$ cat src/adcba_pkg.sv
// constants, register map and state type of the converter control block
package adcba_pkg;
    // ----------------------------------------------------------------
    // register addresses and reset values
    // ----------------------------------------------------------------
    localparam logic [7:0] ADDR_ACC_CFG = 8'hb3;
    localparam logic [7:0] ADDR_TRK = 8'hb9;
    localparam logic [7:0] ADDR_RES_LO = 8'hbd;
    localparam logic [7:0] ADDR_RES_HI = 8'hbe;
    localparam logic [7:0] ADDR_PWR = 8'hdf;
    localparam logic [7:0] ACC_CFG_RST = 8'h00;
    localparam logic [7:0] TRK_RST = 8'h1e;
    localparam logic [7:0] PWR_RST = 8'h0f;
    localparam logic [15:0] RES_RST = 16'h0000;
    localparam logic [7:0] RD_NONE = 8'h00;
    // ----------------------------------------------------------------
    // field positions
    // ----------------------------------------------------------------
    localparam int ACC_12B = 7;
    localparam int ACC_AE = 6;
    localparam int ACC_SJ_HI = 5;
    localparam int ACC_SJ_LO = 3;
    localparam int ACC_RPT_HI = 2;
    localparam int ACC_RPT_LO = 0;
    localparam int TRK_SS = 7;
    localparam int TRK_TK_HI = 5;
    localparam int TRK_TK_LO = 0;
    localparam int PWR_BIAS_HI = 7;
    localparam int PWR_BIAS_LO = 6;
    localparam int PWR_MXLP = 5;
    localparam int PWR_LPM = 4;
    localparam int PWR_UP_HI = 3;
    localparam int PWR_UP_LO = 0;
    // ----------------------------------------------------------------
    // timing and format constants
    // ----------------------------------------------------------------
    localparam int DLY_W = 7;
    localparam logic [DLY_W-1:0] DTRACK_SAR = 7'h04;
    localparam logic [DLY_W-1:0] PWR_MULT = 7'h08;
    localparam logic [DLY_W-1:0] TRK_BASE = 7'h40;
    localparam logic [1:0] LAST_PASS = 2'h3;
    localparam logic [2:0] SJ_LEFT = 3'h4;
    localparam logic [2:0] RPT_MAX = 3'h5;
    localparam logic [6:0] REPS_ONE = 7'h01;
    localparam logic [4:0] LJ_SHIFT_10 = 5'h06;
    localparam logic [4:0] LJ_SHIFT_12 = 5'h04;

    typedef enum logic [1:0] {
        ST_IDLE,
        ST_WAIT_HF,
        ST_WAIT_SAR,
        ST_CONV
    } adcba_state_e;
endpackage

$ cat src/adcba_dly_if.sv
// delay counter hand-off between sequencer and counters
`timescale 1ns/100ps
interface adcba_dly_if #(parameter int W = 7);
    logic tick;
    logic load;
    logic [W-1:0] value;
    logic [W-1:0] cnt;
    logic expired;
    modport ctl (output tick, output load, output value,
                 input cnt, input expired);
    modport cnt_side (input tick, input load, input value,
                      output cnt, output expired);
endinterface

$ cat src/adcba_divider.sv
// converter clock enable: source ticks divided by divider plus one
`timescale 1ns/100ps
module adcba_divider #(
    parameter int W = 5
) (
    input wire logic clock,
    input wire logic sys_rst,
    input wire logic ce,
    input wire logic src_tick,
    input wire logic [W-1:0] div,
    output logic tick
);
    typedef struct packed {
        logic [W-1:0] cnt;
    } adcba_div_s;
    adcba_div_s s_q, s_d;

    if (W < 1) begin : g_chk
        $error("divider width must be at least one");
    end

    // a divider value lowered below the count ends the count on the next source tick
    assign tick = src_tick && (s_q.cnt >= div);

    always_comb begin
        s_d = s_q;
        if (src_tick) begin
            s_d.cnt = tick ? '0 : W'(s_q.cnt + 1'b1);
        end
    end

    always_ff @(posedge clock) begin
        if (sys_rst) begin
            s_q <= '0;
        end else if (ce) begin
            s_q <= s_d;
        end
    end
endmodule

$ cat src/adcba_delay.sv
// down-counter that expires after a loaded number of ticks
`timescale 1ns/100ps
module adcba_delay #(
    parameter int W = 7
) (
    input wire logic clock,
    input wire logic sys_rst,
    input wire logic ce,
    adcba_dly_if.cnt_side dly
);
    typedef struct packed {
        logic [W-1:0] cnt;
    } adcba_dly_s;
    adcba_dly_s s_q, s_d;

    if (W < 2) begin : g_chk
        $error("delay width must be at least two");
    end

    assign dly.cnt = s_q.cnt;
    assign dly.expired = (s_q.cnt == '0);

    always_comb begin
        s_d = s_q;
        if (dly.load) begin
            s_d.cnt = dly.value;
        end else if (dly.tick && s_q.cnt != '0) begin
            s_d.cnt = W'(s_q.cnt - 1'b1);
        end
    end

    always_ff @(posedge clock) begin
        if (sys_rst) begin
            s_q <= '0;
        end else if (ce) begin
            s_q <= s_d;
        end
    end
endmodule

$ cat src/adcba_top.sv
// converter sequencing, accumulation and result formatting
//
// Function
// - twelve-bit enable runs 12-bit mode; each conversion takes four core passes.
// - non-burst: result holds latest conversion, or running sum when accumulating.
// - shift-justify formats reads: right shift 0..3, left justify, rest reserved.
// - burst repeat code selects 1,4..64 conversions, or 1..16 in 12-bit mode.
// - burst power-up waits eight times power-up field oscillator ticks.
// - delayed track adds four converter clocks to power-up and tracking delay.
// - between burst conversions wait 64 minus track field oscillator ticks.
// - no tracking delay before the first conversion of a burst.
// - 12-bit mode samples four times, or once when single sample is set.
// - high byte reads formatted upper accumulator byte; writes load it.
// - low byte reads formatted lower accumulator byte; writes load it.
// - without burst, delayed track starts conversion four converter clocks after start signal.
// - converter clock is source clock divided by divider value plus one.
`timescale 1ns/100ps
module adcba_top #(
    parameter int DIV_W = 5,
    parameter int DATA_W = 12
) (
    input wire logic clock,
    input wire logic sys_rst,
    input wire logic ce,
    input wire logic [7:0] sfr_addr,
    input wire logic [7:0] sfr_wdata,
    input wire logic sfr_wr,
    input wire logic sfr_rd,
    output logic [7:0] sfr_rdata,
    input wire logic burst_mode_enable,
    input wire logic delayed_track_select,
    input wire logic [DIV_W-1:0] converter_clock_divider,
    input wire logic high_freq_oscillator,
    input wire logic start_conversion,
    input wire logic core_done,
    input wire logic [DATA_W-1:0] core_data,
    output logic core_start,
    output logic core_sample,
    output logic core_twelve_bit,
    output logic [1:0] core_bias,
    output logic core_mux_lp,
    output logic core_buf_lp,
    output logic converter_clock,
    output logic busy,
    output logic conv_complete
);
    localparam int DW = adcba_pkg::DLY_W;
    if (DATA_W < 1 || DATA_W > 12) begin : g_chk
        $error("core data width must lie between 1 and 12");
    end
    typedef struct packed {
        adcba_pkg::adcba_state_e st;
        logic [7:0] acc_cfg;
        logic [7:0] trk;
        logic [7:0] pwr;
        logic [15:0] acc;
        logic [7:0] rdata;
        logic [1:0] pass;
        logic [6:0] idx;
        logic [6:0] reps;
        logic burst;
        logic start;
        logic sample;
        logic done;
    } adcba_top_s;
    adcba_top_s s_q, s_d;

    adcba_dly_if #(.W(DW)) hf_if ();
    adcba_dly_if #(.W(DW)) sar_if ();
    // ----------------------------------------------------------------
    // field views
    // ----------------------------------------------------------------
    logic twelve, accum_en, single_smp;
    logic [2:0] sj, rpt;
    logic [5:0] tk;
    logic [3:0] pup;
    logic [15:0] fmt, sum, data16;
    logic [6:0] reps_cfg;

    assign twelve = s_q.acc_cfg[adcba_pkg::ACC_12B];
    assign accum_en = s_q.acc_cfg[adcba_pkg::ACC_AE];
    assign sj = s_q.acc_cfg[adcba_pkg::ACC_SJ_HI:adcba_pkg::ACC_SJ_LO];
    assign rpt = s_q.acc_cfg[adcba_pkg::ACC_RPT_HI:adcba_pkg::ACC_RPT_LO];
    assign single_smp = s_q.trk[adcba_pkg::TRK_SS];
    assign tk = s_q.trk[adcba_pkg::TRK_TK_HI:adcba_pkg::TRK_TK_LO];
    assign pup = s_q.pwr[adcba_pkg::PWR_UP_HI:adcba_pkg::PWR_UP_LO];
    assign data16 = 16'(core_data);
    // unsigned wrap-around; software sizes repeat count to avoid overflow
    assign sum = 16'(s_q.acc + data16);

    // ----------------------------------------------------------------
    // repeat count and read formatting
    // ----------------------------------------------------------------
    always_comb begin
        reps_cfg = adcba_pkg::REPS_ONE;
        // reserved codes fall back to a single conversion
        if (rpt <= adcba_pkg::RPT_MAX) begin
            if (twelve) begin
                if (rpt != '0) begin
                    reps_cfg = 7'(adcba_pkg::REPS_ONE << (rpt - 1'b1));
                end
            end else if (rpt != '0) begin
                reps_cfg = 7'(adcba_pkg::REPS_ONE << (rpt + 1'b1));
            end
        end
    end

    always_comb begin
        if (sj < adcba_pkg::SJ_LEFT) begin
            fmt = s_q.acc >> sj;
        end else if (sj == adcba_pkg::SJ_LEFT) begin
            fmt = s_q.acc << (twelve ? adcba_pkg::LJ_SHIFT_12
                                     : adcba_pkg::LJ_SHIFT_10);
        end else begin
            fmt = s_q.acc;
        end
    end

    // ----------------------------------------------------------------
    // converter clock and delay counters
    // ----------------------------------------------------------------
    adcba_divider #(.W(DIV_W)) u_div (
        .clock(clock),
        .sys_rst(sys_rst),
        .ce(ce),
        .src_tick(burst_mode_enable ? high_freq_oscillator : 1'b1),
        .div(converter_clock_divider),
        .tick(converter_clock)
    );

    assign hf_if.tick = high_freq_oscillator;
    assign sar_if.tick = converter_clock;
    adcba_delay #(.W(DW)) u_hf_dly (
        .clock(clock), .sys_rst(sys_rst), .ce(ce), .dly(hf_if)
    );
    adcba_delay #(.W(DW)) u_sar_dly (
        .clock(clock), .sys_rst(sys_rst), .ce(ce), .dly(sar_if)
    );

    // ----------------------------------------------------------------
    // register access and sequencer
    // ----------------------------------------------------------------
    always_comb begin
        s_d = s_q;
        s_d.start = 1'b0;
        s_d.done = 1'b0;
        hf_if.load = 1'b0;
        hf_if.value = '0;
        sar_if.load = 1'b0;
        sar_if.value = '0;
        if (sfr_rd) begin
            case (sfr_addr)
                adcba_pkg::ADDR_ACC_CFG: s_d.rdata = s_q.acc_cfg;
                adcba_pkg::ADDR_TRK: s_d.rdata = s_q.trk;
                adcba_pkg::ADDR_PWR: s_d.rdata = s_q.pwr;
                adcba_pkg::ADDR_RES_HI: s_d.rdata = fmt[15:8];
                adcba_pkg::ADDR_RES_LO: s_d.rdata = fmt[7:0];
                default: s_d.rdata = adcba_pkg::RD_NONE;
            endcase
        end
        if (sfr_wr) begin
            case (sfr_addr)
                adcba_pkg::ADDR_ACC_CFG: s_d.acc_cfg = sfr_wdata;
                adcba_pkg::ADDR_TRK: s_d.trk = sfr_wdata;
                adcba_pkg::ADDR_PWR: s_d.pwr = sfr_wdata;
                adcba_pkg::ADDR_RES_HI: s_d.acc[15:8] = sfr_wdata;
                adcba_pkg::ADDR_RES_LO: s_d.acc[7:0] = sfr_wdata;
                default: ;
            endcase
        end
        case (s_q.st)
            adcba_pkg::ST_IDLE: begin
                // a start during a sequence is ignored
                if (start_conversion) begin
                    s_d.burst = burst_mode_enable;
                    s_d.reps = burst_mode_enable ? reps_cfg
                                                 : adcba_pkg::REPS_ONE;
                    s_d.idx = '0;
                    if (burst_mode_enable) begin
                        // power-up covers first tracking; no track delay
                        hf_if.load = 1'b1;
                        hf_if.value = DW'(pup * adcba_pkg::PWR_MULT);
                        s_d.st = adcba_pkg::ST_WAIT_HF;
                    end else if (delayed_track_select) begin
                        sar_if.load = 1'b1;
                        sar_if.value = adcba_pkg::DTRACK_SAR;
                        s_d.st = adcba_pkg::ST_WAIT_SAR;
                    end else begin
                        s_d.st = adcba_pkg::ST_CONV;
                        s_d.start = 1'b1;
                        s_d.sample = 1'b1;
                        s_d.pass = '0;
                    end
                end
            end
            adcba_pkg::ST_WAIT_HF: begin
                if (hf_if.expired) begin
                    if (delayed_track_select) begin
                        sar_if.load = 1'b1;
                        sar_if.value = adcba_pkg::DTRACK_SAR;
                        s_d.st = adcba_pkg::ST_WAIT_SAR;
                    end else begin
                        s_d.st = adcba_pkg::ST_CONV;
                        s_d.start = 1'b1;
                        s_d.sample = 1'b1;
                        s_d.pass = '0;
                    end
                end
            end
            adcba_pkg::ST_WAIT_SAR: begin
                if (sar_if.expired) begin
                    s_d.st = adcba_pkg::ST_CONV;
                    s_d.start = 1'b1;
                    s_d.sample = 1'b1;
                    s_d.pass = '0;
                end
            end
            adcba_pkg::ST_CONV: begin
                if (core_done) begin
                    if (twelve && s_q.pass != adcba_pkg::LAST_PASS) begin
                        // the four passes cost 12-bit mode its throughput
                        s_d.pass = 2'(s_q.pass + 1'b1);
                        s_d.start = 1'b1;
                        s_d.sample = !single_smp;
                    end else begin
                        // hardware result overrides a same-cycle byte write
                        if (s_q.burst) begin
                            s_d.acc = (s_q.idx == '0) ? data16 : sum;
                        end else begin
                            s_d.acc = accum_en ? sum : data16;
                        end
                        s_d.idx = 7'(s_q.idx + 1'b1);
                        if (s_q.burst && s_d.idx < s_q.reps) begin
                            hf_if.load = 1'b1;
                            hf_if.value = DW'(adcba_pkg::TRK_BASE - tk);
                            s_d.st = adcba_pkg::ST_WAIT_HF;
                        end else begin
                            s_d.done = 1'b1;
                            s_d.st = adcba_pkg::ST_IDLE;
                        end
                    end
                end
            end
            default: s_d.st = adcba_pkg::ST_IDLE;
        endcase
    end

    always_ff @(posedge clock) begin
        if (sys_rst) begin
            s_q <= '0;
            s_q.st <= adcba_pkg::ST_IDLE;
            s_q.acc_cfg <= adcba_pkg::ACC_CFG_RST;
            s_q.trk <= adcba_pkg::TRK_RST;
            s_q.pwr <= adcba_pkg::PWR_RST;
            s_q.acc <= adcba_pkg::RES_RST;
            s_q.reps <= adcba_pkg::REPS_ONE;
        end else if (ce) begin
            s_q <= s_d;
        end
    end

    assign sfr_rdata = s_q.rdata;
    assign core_start = s_q.start;
    assign core_sample = s_q.sample;
    assign core_twelve_bit = twelve;
    assign core_bias = s_q.pwr[adcba_pkg::PWR_BIAS_HI:adcba_pkg::PWR_BIAS_LO];
    assign core_mux_lp = s_q.pwr[adcba_pkg::PWR_MXLP];
    assign core_buf_lp = s_q.pwr[adcba_pkg::PWR_LPM];
    assign busy = (s_q.st != adcba_pkg::ST_IDLE);
    assign conv_complete = s_q.done;

    logic conv_end;
    assign conv_end = ce && s_q.st == adcba_pkg::ST_CONV && core_done
        && !(twelve && s_q.pass != adcba_pkg::LAST_PASS);
endmodule

$ cat config.mk
export PLATFORM = sky130hd
export DESIGN_NAME = adcba_top
export DESIGN_NICKNAME = d
export VERILOG_FILES = /design/src/adcba_pkg.sv /design/src/adcba_dly_if.sv /design/src/adcba_divider.sv /design/src/adcba_delay.sv /design/src/adcba_top.sv
export SDC_FILE = /design/constraint.sdc
export NUM_CORES = 1
export LEC_CHECK = 0
export ABC_AREA = 0
export BUFFER_PORTS_ARGS = -buffer_cell sky130_fd_sc_hd__clkbuf_2
export CORE_MARGIN = 1
export CORE_UTILIZATION = 60
export CTS_CLUSTER_SIZE = 30
export DETAILED_ROUTE_END_ITERATION = 7
export GPL_TIMING_DRIVEN = 0
export PLACE_DENSITY = 0.81
export SLEW_MARGIN = 40
export SYNTH_ARGS = -nofsm -noshare
export SYNTH_HDL_FRONTEND = slang
export SYNTH_HIERARCHICAL = 1
export SYNTH_SLANG_ARGS = --single-unit
$ cat constraint.sdc
create_clock -name clock -period 7.67 [get_ports clock]
set_clock_uncertainty 0.2 [all_clocks]
set_input_delay 0.767 -clock clock [delete_from_list [all_inputs] [get_ports clock]]
set_output_delay 0.767 -clock clock [all_outputs]
set_load 0.05 [all_outputs]
==> impl_metrics.yaml, run 1 <==
drt:
  wl_per_cell_um: 18.6
  drt_pass1_iterations: 6
  wl_um: 20900
  ant_nets: 0
  route.detailed.drc: 0
  number_of_violations_reported_at_the_end_of_detailed_routing_iteration_0: 926
  num_vias: 7402
  vias_per_cell: 6.60
yosys:
  synth.largest_area_cell: "sky130_fd_sc_hd__dfxtp_1"
  number_of_distinct_library_cells_after_synthesis: 84
  synth-edff-count: 0
  ys_seq_area_share_pct: 25.3
  async_reset_ff_share_pct: 0
  ys.warnings.count: 6
  synth_top_area_share_pct: 25.3
  syn_area_per_cell_um2: 7.84
  ys.flop_type: "sky130_fd_sc_hd__dfxtp_1"
  syn-instance-count: 900
  synth.top_cells.by_area: "sky130_fd_sc_hd__dfxtp_1 25%, sky130_fd_sc_hd__ha_1 6.2%, sky130_fd_sc_hd__mux2i_1 6.1%"
  synth.cell_area_um2: 7050
  synth-seq-cells: 89
layout:
  post-route-util_pct: 68.8
  final_cells: 1122
  fin_nets: 1054
  layout-area-overhead-vs-synth_pct: 11.4
  post_route_cells_drive_above_1_share_pct: 14.6
  fillerInstances: 982
  insertedDiodeCount: 0
setup_path:
  cp_data_required_time_ps: 7690
  endpoint_kind: "register"
  worstSetupPathType: "register to register"
  timing.critical_path.arrival_ps: 3540
  worstPathMaxFanout: 10
  cp-start-kind: "register"
floorplan:
  ioPinCount: 61
  rows: 39
  coreArea_um2: 11400
  starting_density_pct: 61.8
  chipWidth_um: 110
  die_outline_height_um: 110
  dieArea_um2: 12200
clock_network:
  cts_sinks: 89
  clock_path_buffers: 2
  cts_tree: "built"
  clock_insertion_delay_worst_skew_ps: 350
  path_clk_slew_ps: 70
  clock_tree.root_cell: "sky130_fd_sc_hd__clkbuf_16"
  hold_buf_count_cts: 0
  post-cts-setup-buffers: 0
  ctsHtreeMaxLevel: 3
  post_cts_resize_count: 0
  cts-buffers-inserted: 9
place:
  numPortBuffers: 59
  post-dp-hpwl_um: 15500
  place_inst: 1107
  routabilityCongestion: 0.958
timing:
  timing.slew.headroom_pct: 46.5
  setup_violations: 0
  setup_tns_ps: 0
  setup_repair_after_global_routing_missed_its_margin: "no"
  hold_viol: 0
  final_min_period_over_clock_period_pct: 45.9
  max_freq_ghz: 0.284
  timing.final.max_slew_violations: 0
  max_slew.worst_pin.slew_ps: 795
  final.min_clock_period_ps: 3520
power:
  switching_share_pct: 34.2
  report.power.total_uw: 1400
  comb_pwr_share_pct: 28.9
  power_leakage_uw: 0.00299
  power_switching_uw: 479
  internal-power_uw: 923
  sequentialPowerShare_pct: 37.0
  max-vdd-ir-drop_mv: 0.200
  power.share.clock_pct: 34.0
  power_per_cell_area_nw_per_um2: 178
run_status:
  status: "finished, final reports clean"
grt:
  globalRoute.totalOverflow: 0
  first_global_vias: 6659
  grt_usage_pct: 34.2
  initial_antenna_violation_count: 0
  grt_pass1_wl_um: 34100
  grt_start_max_net_pins: 19
min_path:
  hold_class: "register to register"
job:
  drv_cap: 0
==> power groups by stage <==
stage	clock network [µW]	registers, µW	logic, µW
after floorplan	0	526	296
after global placement	0	528	391
after detailed placement	0	529	396
after CTS	476	518	398
after global routing	498	523	445
final	477	519	405
==> final timing paths <==
check / start / endpoint / slack, ps / cells after the start
hold reg to reg: sfr_rdata[3] / sfr_rdata[3] / 250 / 2
hold / removal: sfr_rdata[3] / sfr_rdata[3] / 250 / 2
setup / recovery: s_q[11] / u_hf_dly/dly.cnt[1] / 4150 / 15
setup reg to reg: s_q[11] / u_hf_dly/dly.cnt[1] / 4150 / 15
==> state kept, by name, indices dropped and copies added, names as in the netlist <==
register,cells
s_q,46
sfr_rdata,8
u_hf_dly/dly.cnt,7
u_sar_dly/dly.cnt,7
u_div/s_q,5
pup,4
rpt,3
core_bias,2
accum_en,1
conv_complete,1
core_buf_lp,1
core_mux_lp,1
core_sample,1
core_start,1
core_twelve_bit,1
==> cell type report <==
cell class,count,area (µm²),area share [%]
Buffer,59,308,3.92
Multi-Input combinational cell,716,4830,61.5
Sequential cell,89,1780,22.7
Tap cell,143,179,2.28
Clock inverter,5,81.3,1.04
Timing Repair Buffer,59,295,3.76
Inverter,41,154,1.96
Clock buffer,10,229,2.91
==> cell usage after synthesis (all sizes together), types with 5 or more instances <==
cell,count
a2111oi,5
a211oi,18
a21oi,67
a221oi,5
a22o,9
a22oi,11
a31oi,14
and3,16
buf,31
clkbuf,28
dfxtp,89
ha,35
inv,39
mux2i,43
mux4,8
nand2,83
nand2b,19
nand3,24
nand3b,9
nand4,6
nand4b,5
nor2,91
nor2b,17
nor3,21
nor4,6
o211ai,15
o21a,13
o21ai,53
o22ai,9
o31ai,6
or3,15
xnor2,10
xor2,6
==> worst max-delay path, cell delays in order, from the launching register on <==
cell and delay [ps]:
sky130_fd_sc_hd__dfxtp_1 390, sky130_fd_sc_hd__ha_1 260, sky130_fd_sc_hd__nand3_1 180, sky130_fd_sc_hd__nor2_1 170
sky130_fd_sc_hd__xor2_1 190, sky130_fd_sc_hd__ha_1 270, sky130_fd_sc_hd__nand2_1 70, sky130_fd_sc_hd__nand3b_1 70
sky130_fd_sc_hd__a31o_2 290, sky130_fd_sc_hd__o21a_1 190, sky130_fd_sc_hd__nor2_1 90, sky130_fd_sc_hd__clkbuf_1 300
sky130_fd_sc_hd__clkbuf_1 370, sky130_fd_sc_hd__o21ai_0 150, sky130_fd_sc_hd__mux2i_1 150, sky130_fd_sc_hd__nor2_1 50
==> per-stage QoR <==
| step | hold WS (ps) | setup WS [ps] | cell area, µm² |
|---|---|---|---|
| 6_report | 254 | 4150 | 7860 |
| 5_1_grt | 287 | 3870 | 7860 |
| 4_1_cts | 259 | 4160 | 7860 |
| 3_5_place_dp | 245 | 4160 | 7550 |
| 3_3_place_gp | 237 | 4160 | 7550 |
| 2_1_floorplan | 226 | 4180 | 7070 |
==> cells in the final DEF (no fill, tap or decap), types with 18 or more instances in the layout <==
| master | count |
|---|---|
| sky130_fd_sc_hd__nor3_1 | 20 |
| sky130_fd_sc_hd__a211oi_1 | 18 |
| sky130_fd_sc_hd__nand2b_1 | 19 |
| sky130_fd_sc_hd__mux2i_1 | 43 |
| sky130_fd_sc_hd__nand3_1 | 24 |
| sky130_fd_sc_hd__dfxtp_1 | 89 |
| sky130_fd_sc_hd__nand2_1 | 82 |
| sky130_fd_sc_hd__ha_1 | 35 |
| sky130_fd_sc_hd__a21oi_1 | 66 |
| sky130_fd_sc_hd__clkbuf_2 | 60 |
| sky130_fd_sc_hd__inv_1 | 39 |
| sky130_fd_sc_hd__o21ai_0 | 48 |
| sky130_fd_sc_hd__clkbuf_1 | 28 |
| sky130_fd_sc_hd__nor2_1 | 90 |
==> per-layer routing <==
layer / track usage (%) / vias to the layer above / wire length, µm
li1: - / 3483 / -
met5: 0 / - / 0
met3: 6.15 / 77 / 1910
met1: 46.0 / 3389 / 8830
met4: 15.8 / 0 / 916
met2: 53.3 / 453 / 9270
==> cell families (layout without fill, tap and decap cells) <==
| logic type | after synthesis | count (layout) | share of synthesized area [%] |
|---|---|---|---|
| buffers and inverters | 100 | 174 | 6.55 |
| AND/OR/NAND/NOR | 327 | 327 | 23.2 |
| other | 1 | 6 | 0.0532 |
| XOR/XNOR | 16 | 16 | 1.99 |
| flip-flops | 89 | 89 | 25.3 |
| multiplexers | 53 | 53 | 8.98 |
| adder cells (fa/ha/maj) | 36 | 36 | 6.49 |
| AO/OA/AOI/OAI | 278 | 278 | 27.5 |
No activity file was read; power rests on OpenSTA's default activity.
==> run 2: changes to the inputs <==
--- a/config.mk
+++ b/config.mk
@@ -5,14 +5,14 @@
 export SDC_FILE = /design/constraint.sdc
 export NUM_CORES = 1
 export LEC_CHECK = 0
-export ABC_AREA = 0
+export ABC_AREA = 1
 export BUFFER_PORTS_ARGS = -buffer_cell sky130_fd_sc_hd__clkbuf_2
 export CORE_MARGIN = 1
-export CORE_UTILIZATION = 60
+export CORE_UTILIZATION = 56
 export CTS_CLUSTER_SIZE = 30
 export DETAILED_ROUTE_END_ITERATION = 7
 export GPL_TIMING_DRIVEN = 0
-export PLACE_DENSITY = 0.81
+export PLACE_DENSITY = 0.79
 export SLEW_MARGIN = 40
 export SYNTH_ARGS = -nofsm -noshare
 export SYNTH_HDL_FRONTEND = slang
==> constraint.sdc (replaced) <==
create_clock -name clock -period 2.9 [get_ports clock]
set_clock_uncertainty 0.2 [all_clocks]
set_input_delay 0.29 -clock clock [delete_from_list [all_inputs] [get_ports clock]]
set_output_delay 0.29 -clock clock [all_outputs]
set_load 0.05 [all_outputs]
==> impl_metrics.yaml, run 2 <==
grt:
  grt_start_max_net_pins: 18
  grt_pass1_wl_um: 34400
  first_global_vias: 7271
  globalRoute.totalOverflow: 0
  initial_antenna_violation_count: 0
  grt_usage_pct: 32.7
drt:
  wl_um: 21500
  number_of_violations_reported_at_the_end_of_detailed_routing_iteration_0: 588
  drt_pass1_iterations: 6
  ant_nets: 0
  wl_per_cell_um: 14.4
  route.detailed.drc: 0
  num_vias: 8184
  vias_per_cell: 5.48
yosys:
  syn_area_per_cell_um2: 5.94
  synthTopCellsByCount: "349 x sky130_fd_sc_hd__nand2_1, 157 x sky130_fd_sc_hd__inv_1, 124 x sky130_fd_sc_hd__nor2_1, 109 x sky130_fd_sc_hd__a21oi_1, 91 x sky130_fd_sc_hd__o21ai_0"
  fraction_of_the_mapped_netlist_area_in_compound_gates_pct: 17.1
  synth_simple_gate_area_share_pct: 38.2
  yosys-mux-area-fraction_pct: 0
  synth-edff-count: 0
  synth-seq-cells: 89
  synth.largest_area_cell: "sky130_fd_sc_hd__dfxtp_1"
  ys.flop_type: "sky130_fd_sc_hd__dfxtp_1"
  async_reset_ff_share_pct: 0
  syn-instance-count: 1230
  synth.cell_area_um2: 7310
  ys_seq_area_share_pct: 24.4
  synth.most_common_cell: "sky130_fd_sc_hd__nand2_1"
  synth_top_family_by_area: "simple AND/OR/NAND/NOR gates"
  synthXorXnorAreaFrac_pct: 1.80
  ys.warnings.count: 6
  synth_top_area_share_pct: 24.4
  synth_adder_area_share_pct: 6.27
  synth.top_cells.by_area: "sky130_fd_sc_hd__dfxtp_1 24%, sky130_fd_sc_hd__nand2_1 18%, sky130_fd_sc_hd__inv_1 8.1%"
  number_of_distinct_library_cells_after_synthesis: 48
setup_path:
  cp-start-kind: "register"
  worstSetupPathType: "register to register"
  crit_path_top_delay_cell: "sky130_fd_sc_hd__dfxtp_4"
  crit-reg2reg-launch: "s_q[12]"
  worst_setup_path_startpoint: "s_q[12]"
  endpoint_kind: "register"
  cpPeakStageDelay_ps: 370
  worstPathMaxFanout: 6
  timing.critical_path.arrival_ps: 2960
  timing.critical_path.cells: "ha_4 > nand3_4 > nor2_4 > nand2_2 > xnor2_2 > ha_4 > a21oi_2 > o21a_1 > nand3_2 > nor2_4 > nand2_2 > a21oi_2 > buf_6 > buf_4 > nand2_1 > a21boi_1 > nand3_1 > nand2_1 > nor2_1"
  cp_data_required_time_ps: 3000
min_path:
  hold_class: "input pin to register"
  hold_path_startpoint: "sys_rst"
layout:
  fillerInstances: 1252
  layout-area-overhead-vs-synth_pct: 14.4
  largest-register: "s_q"
  fin_nets: 1396
  layout_commonest_cell: "sky130_fd_sc_hd__nand2_1"
  most-common-layout-cells: "342 x sky130_fd_sc_hd__nand2_1, 156 x sky130_fd_sc_hd__inv_1, 122 x sky130_fd_sc_hd__nor2_1"
  final_design_area_no_fill_um2: 8360
  largest_reg_flops: 46
  insertedDiodeCount: 0
  post_route_cells_drive_above_1_share_pct: 13.8
clock_network:
  cts-buffers-inserted: 9
  clock_tree.root_cell: "sky130_fd_sc_hd__clkbuf_16"
  ctsHtreeMaxLevel: 3
  path_clk_slew_ps: 70
  cts_sinks: 89
  clock_path_buffers: 2
  clock_insertion_delay_worst_skew_ps: 350
  cts_tree: "built"
job:
  drv_cap: 0
power:
  power_per_cell_area_nw_per_um2: 430
  report.power.total_uw: 3600
  power_leakage_uw: 0.00390
  max-vdd-ir-drop_mv: 0.235
place:
  numPortBuffers: 60
  routabilityCongestion: 0.987
  dpl_cell_area_um2: 7860
  post-dp-hpwl_um: 16500
timing:
  max_freq_ghz: 0.349
  setup_violations: 0
  hold_viol: 0
  final_min_period_over_clock_period_pct: 98.9
  max_slew.worst_pin.slew_ps: 793
  setup_tns_ps: 0
  setup_repair_after_global_routing_missed_its_margin: "yes"
  final.min_clock_period_ps: 2870
  timing.slew.headroom_pct: 47.1
  worst_hold_slack_ps: 88.2
  timing.final.max_slew_violations: 0
floorplan:
  rows: 41
  starting_density_pct: 57.7
  die_outline_height_um: 116
  coreArea_um2: 12700
  dieArea_um2: 13500
  ioPinCount: 61
  chipWidth_um: 116
run_status:
  status: "finished, final reports clean"
[run 2: report_power, final]
part	switching, µW	internal (µW)
combinational	652	359
clock	496	751
sequential	63.2	1280
total	1210	2390
[run 2: final timing paths]
| kind | end | slack (ps) | cells past startpoint |
|---|---|---|---|
| setup / recovery | u_hf_dly/dly.cnt[2] | 30 | 19 |
| hold / removal | u_div/s_q[1] | 90 | 4 |
| setup reg to reg | u_hf_dly/dly.cnt[2] | 30 | 19 |
| hold reg to reg | sfr_rdata[2] | 260 | 2 |
[run 2: logic make-up after synthesis]
kind of cell / count (synthesis)
flops: 89
compound gates: 234
simple gates: 643
fa+ha+maj: 36
xor+xnor: 15
buf+inv: 212
other cells: 1
[run 2: what timing repair did]
action                     4_1_cts  5_1_grt
gates resized for setup         13       14
setup buffers                   10        1
hold buffers                     0        0
setup endpoints to repair        7        7
pin swaps                        8       12
[run 2: worst max-delay path: cells and delay by family (launching register included)]
kind            cells  cell delay [ps]
flops               1              370
simple gates       10              810
xor+xnor            1              220
fa+ha+maj           2              400
buf+inv             2              250
compound gates      4              560
[run 2: metrics by stage]
step,worst slack (ps),utilization [%],std cells
6_report,31.3,66.0,1493
5_1_grt,-154,66.0,1493
4_1_cts,3.68,65.4,1492
3_5_place_dp,-396,62.0,1467
3_3_place_gp,-374,62.0,1467
2_1_floorplan,11.4,-,1235
[run 2: layout make-up]
class	count	area, µm²	area share, %
clock inverter	5	78.8	0.943
buffer	41	250	2.99
multi-input combinational	934	4770	57.0
tap	172	215	2.57
inverter	171	647	7.74
timing repair buffer	71	383	4.58
clock buffer	10	229	2.74
sequential	89	1790	21.4
[run 2: per-layer routing]
metal / up-vias / global-route usage (%) / wire [µm]
met2: 302 / 55.4 / 10000
met5: - / 0 / 0
li1: 4143 / - / -
met3: 70 / 6.18 / 1390
met4: 0 / 16.2 / 871
met1: 3669 / 39.7 / 9200
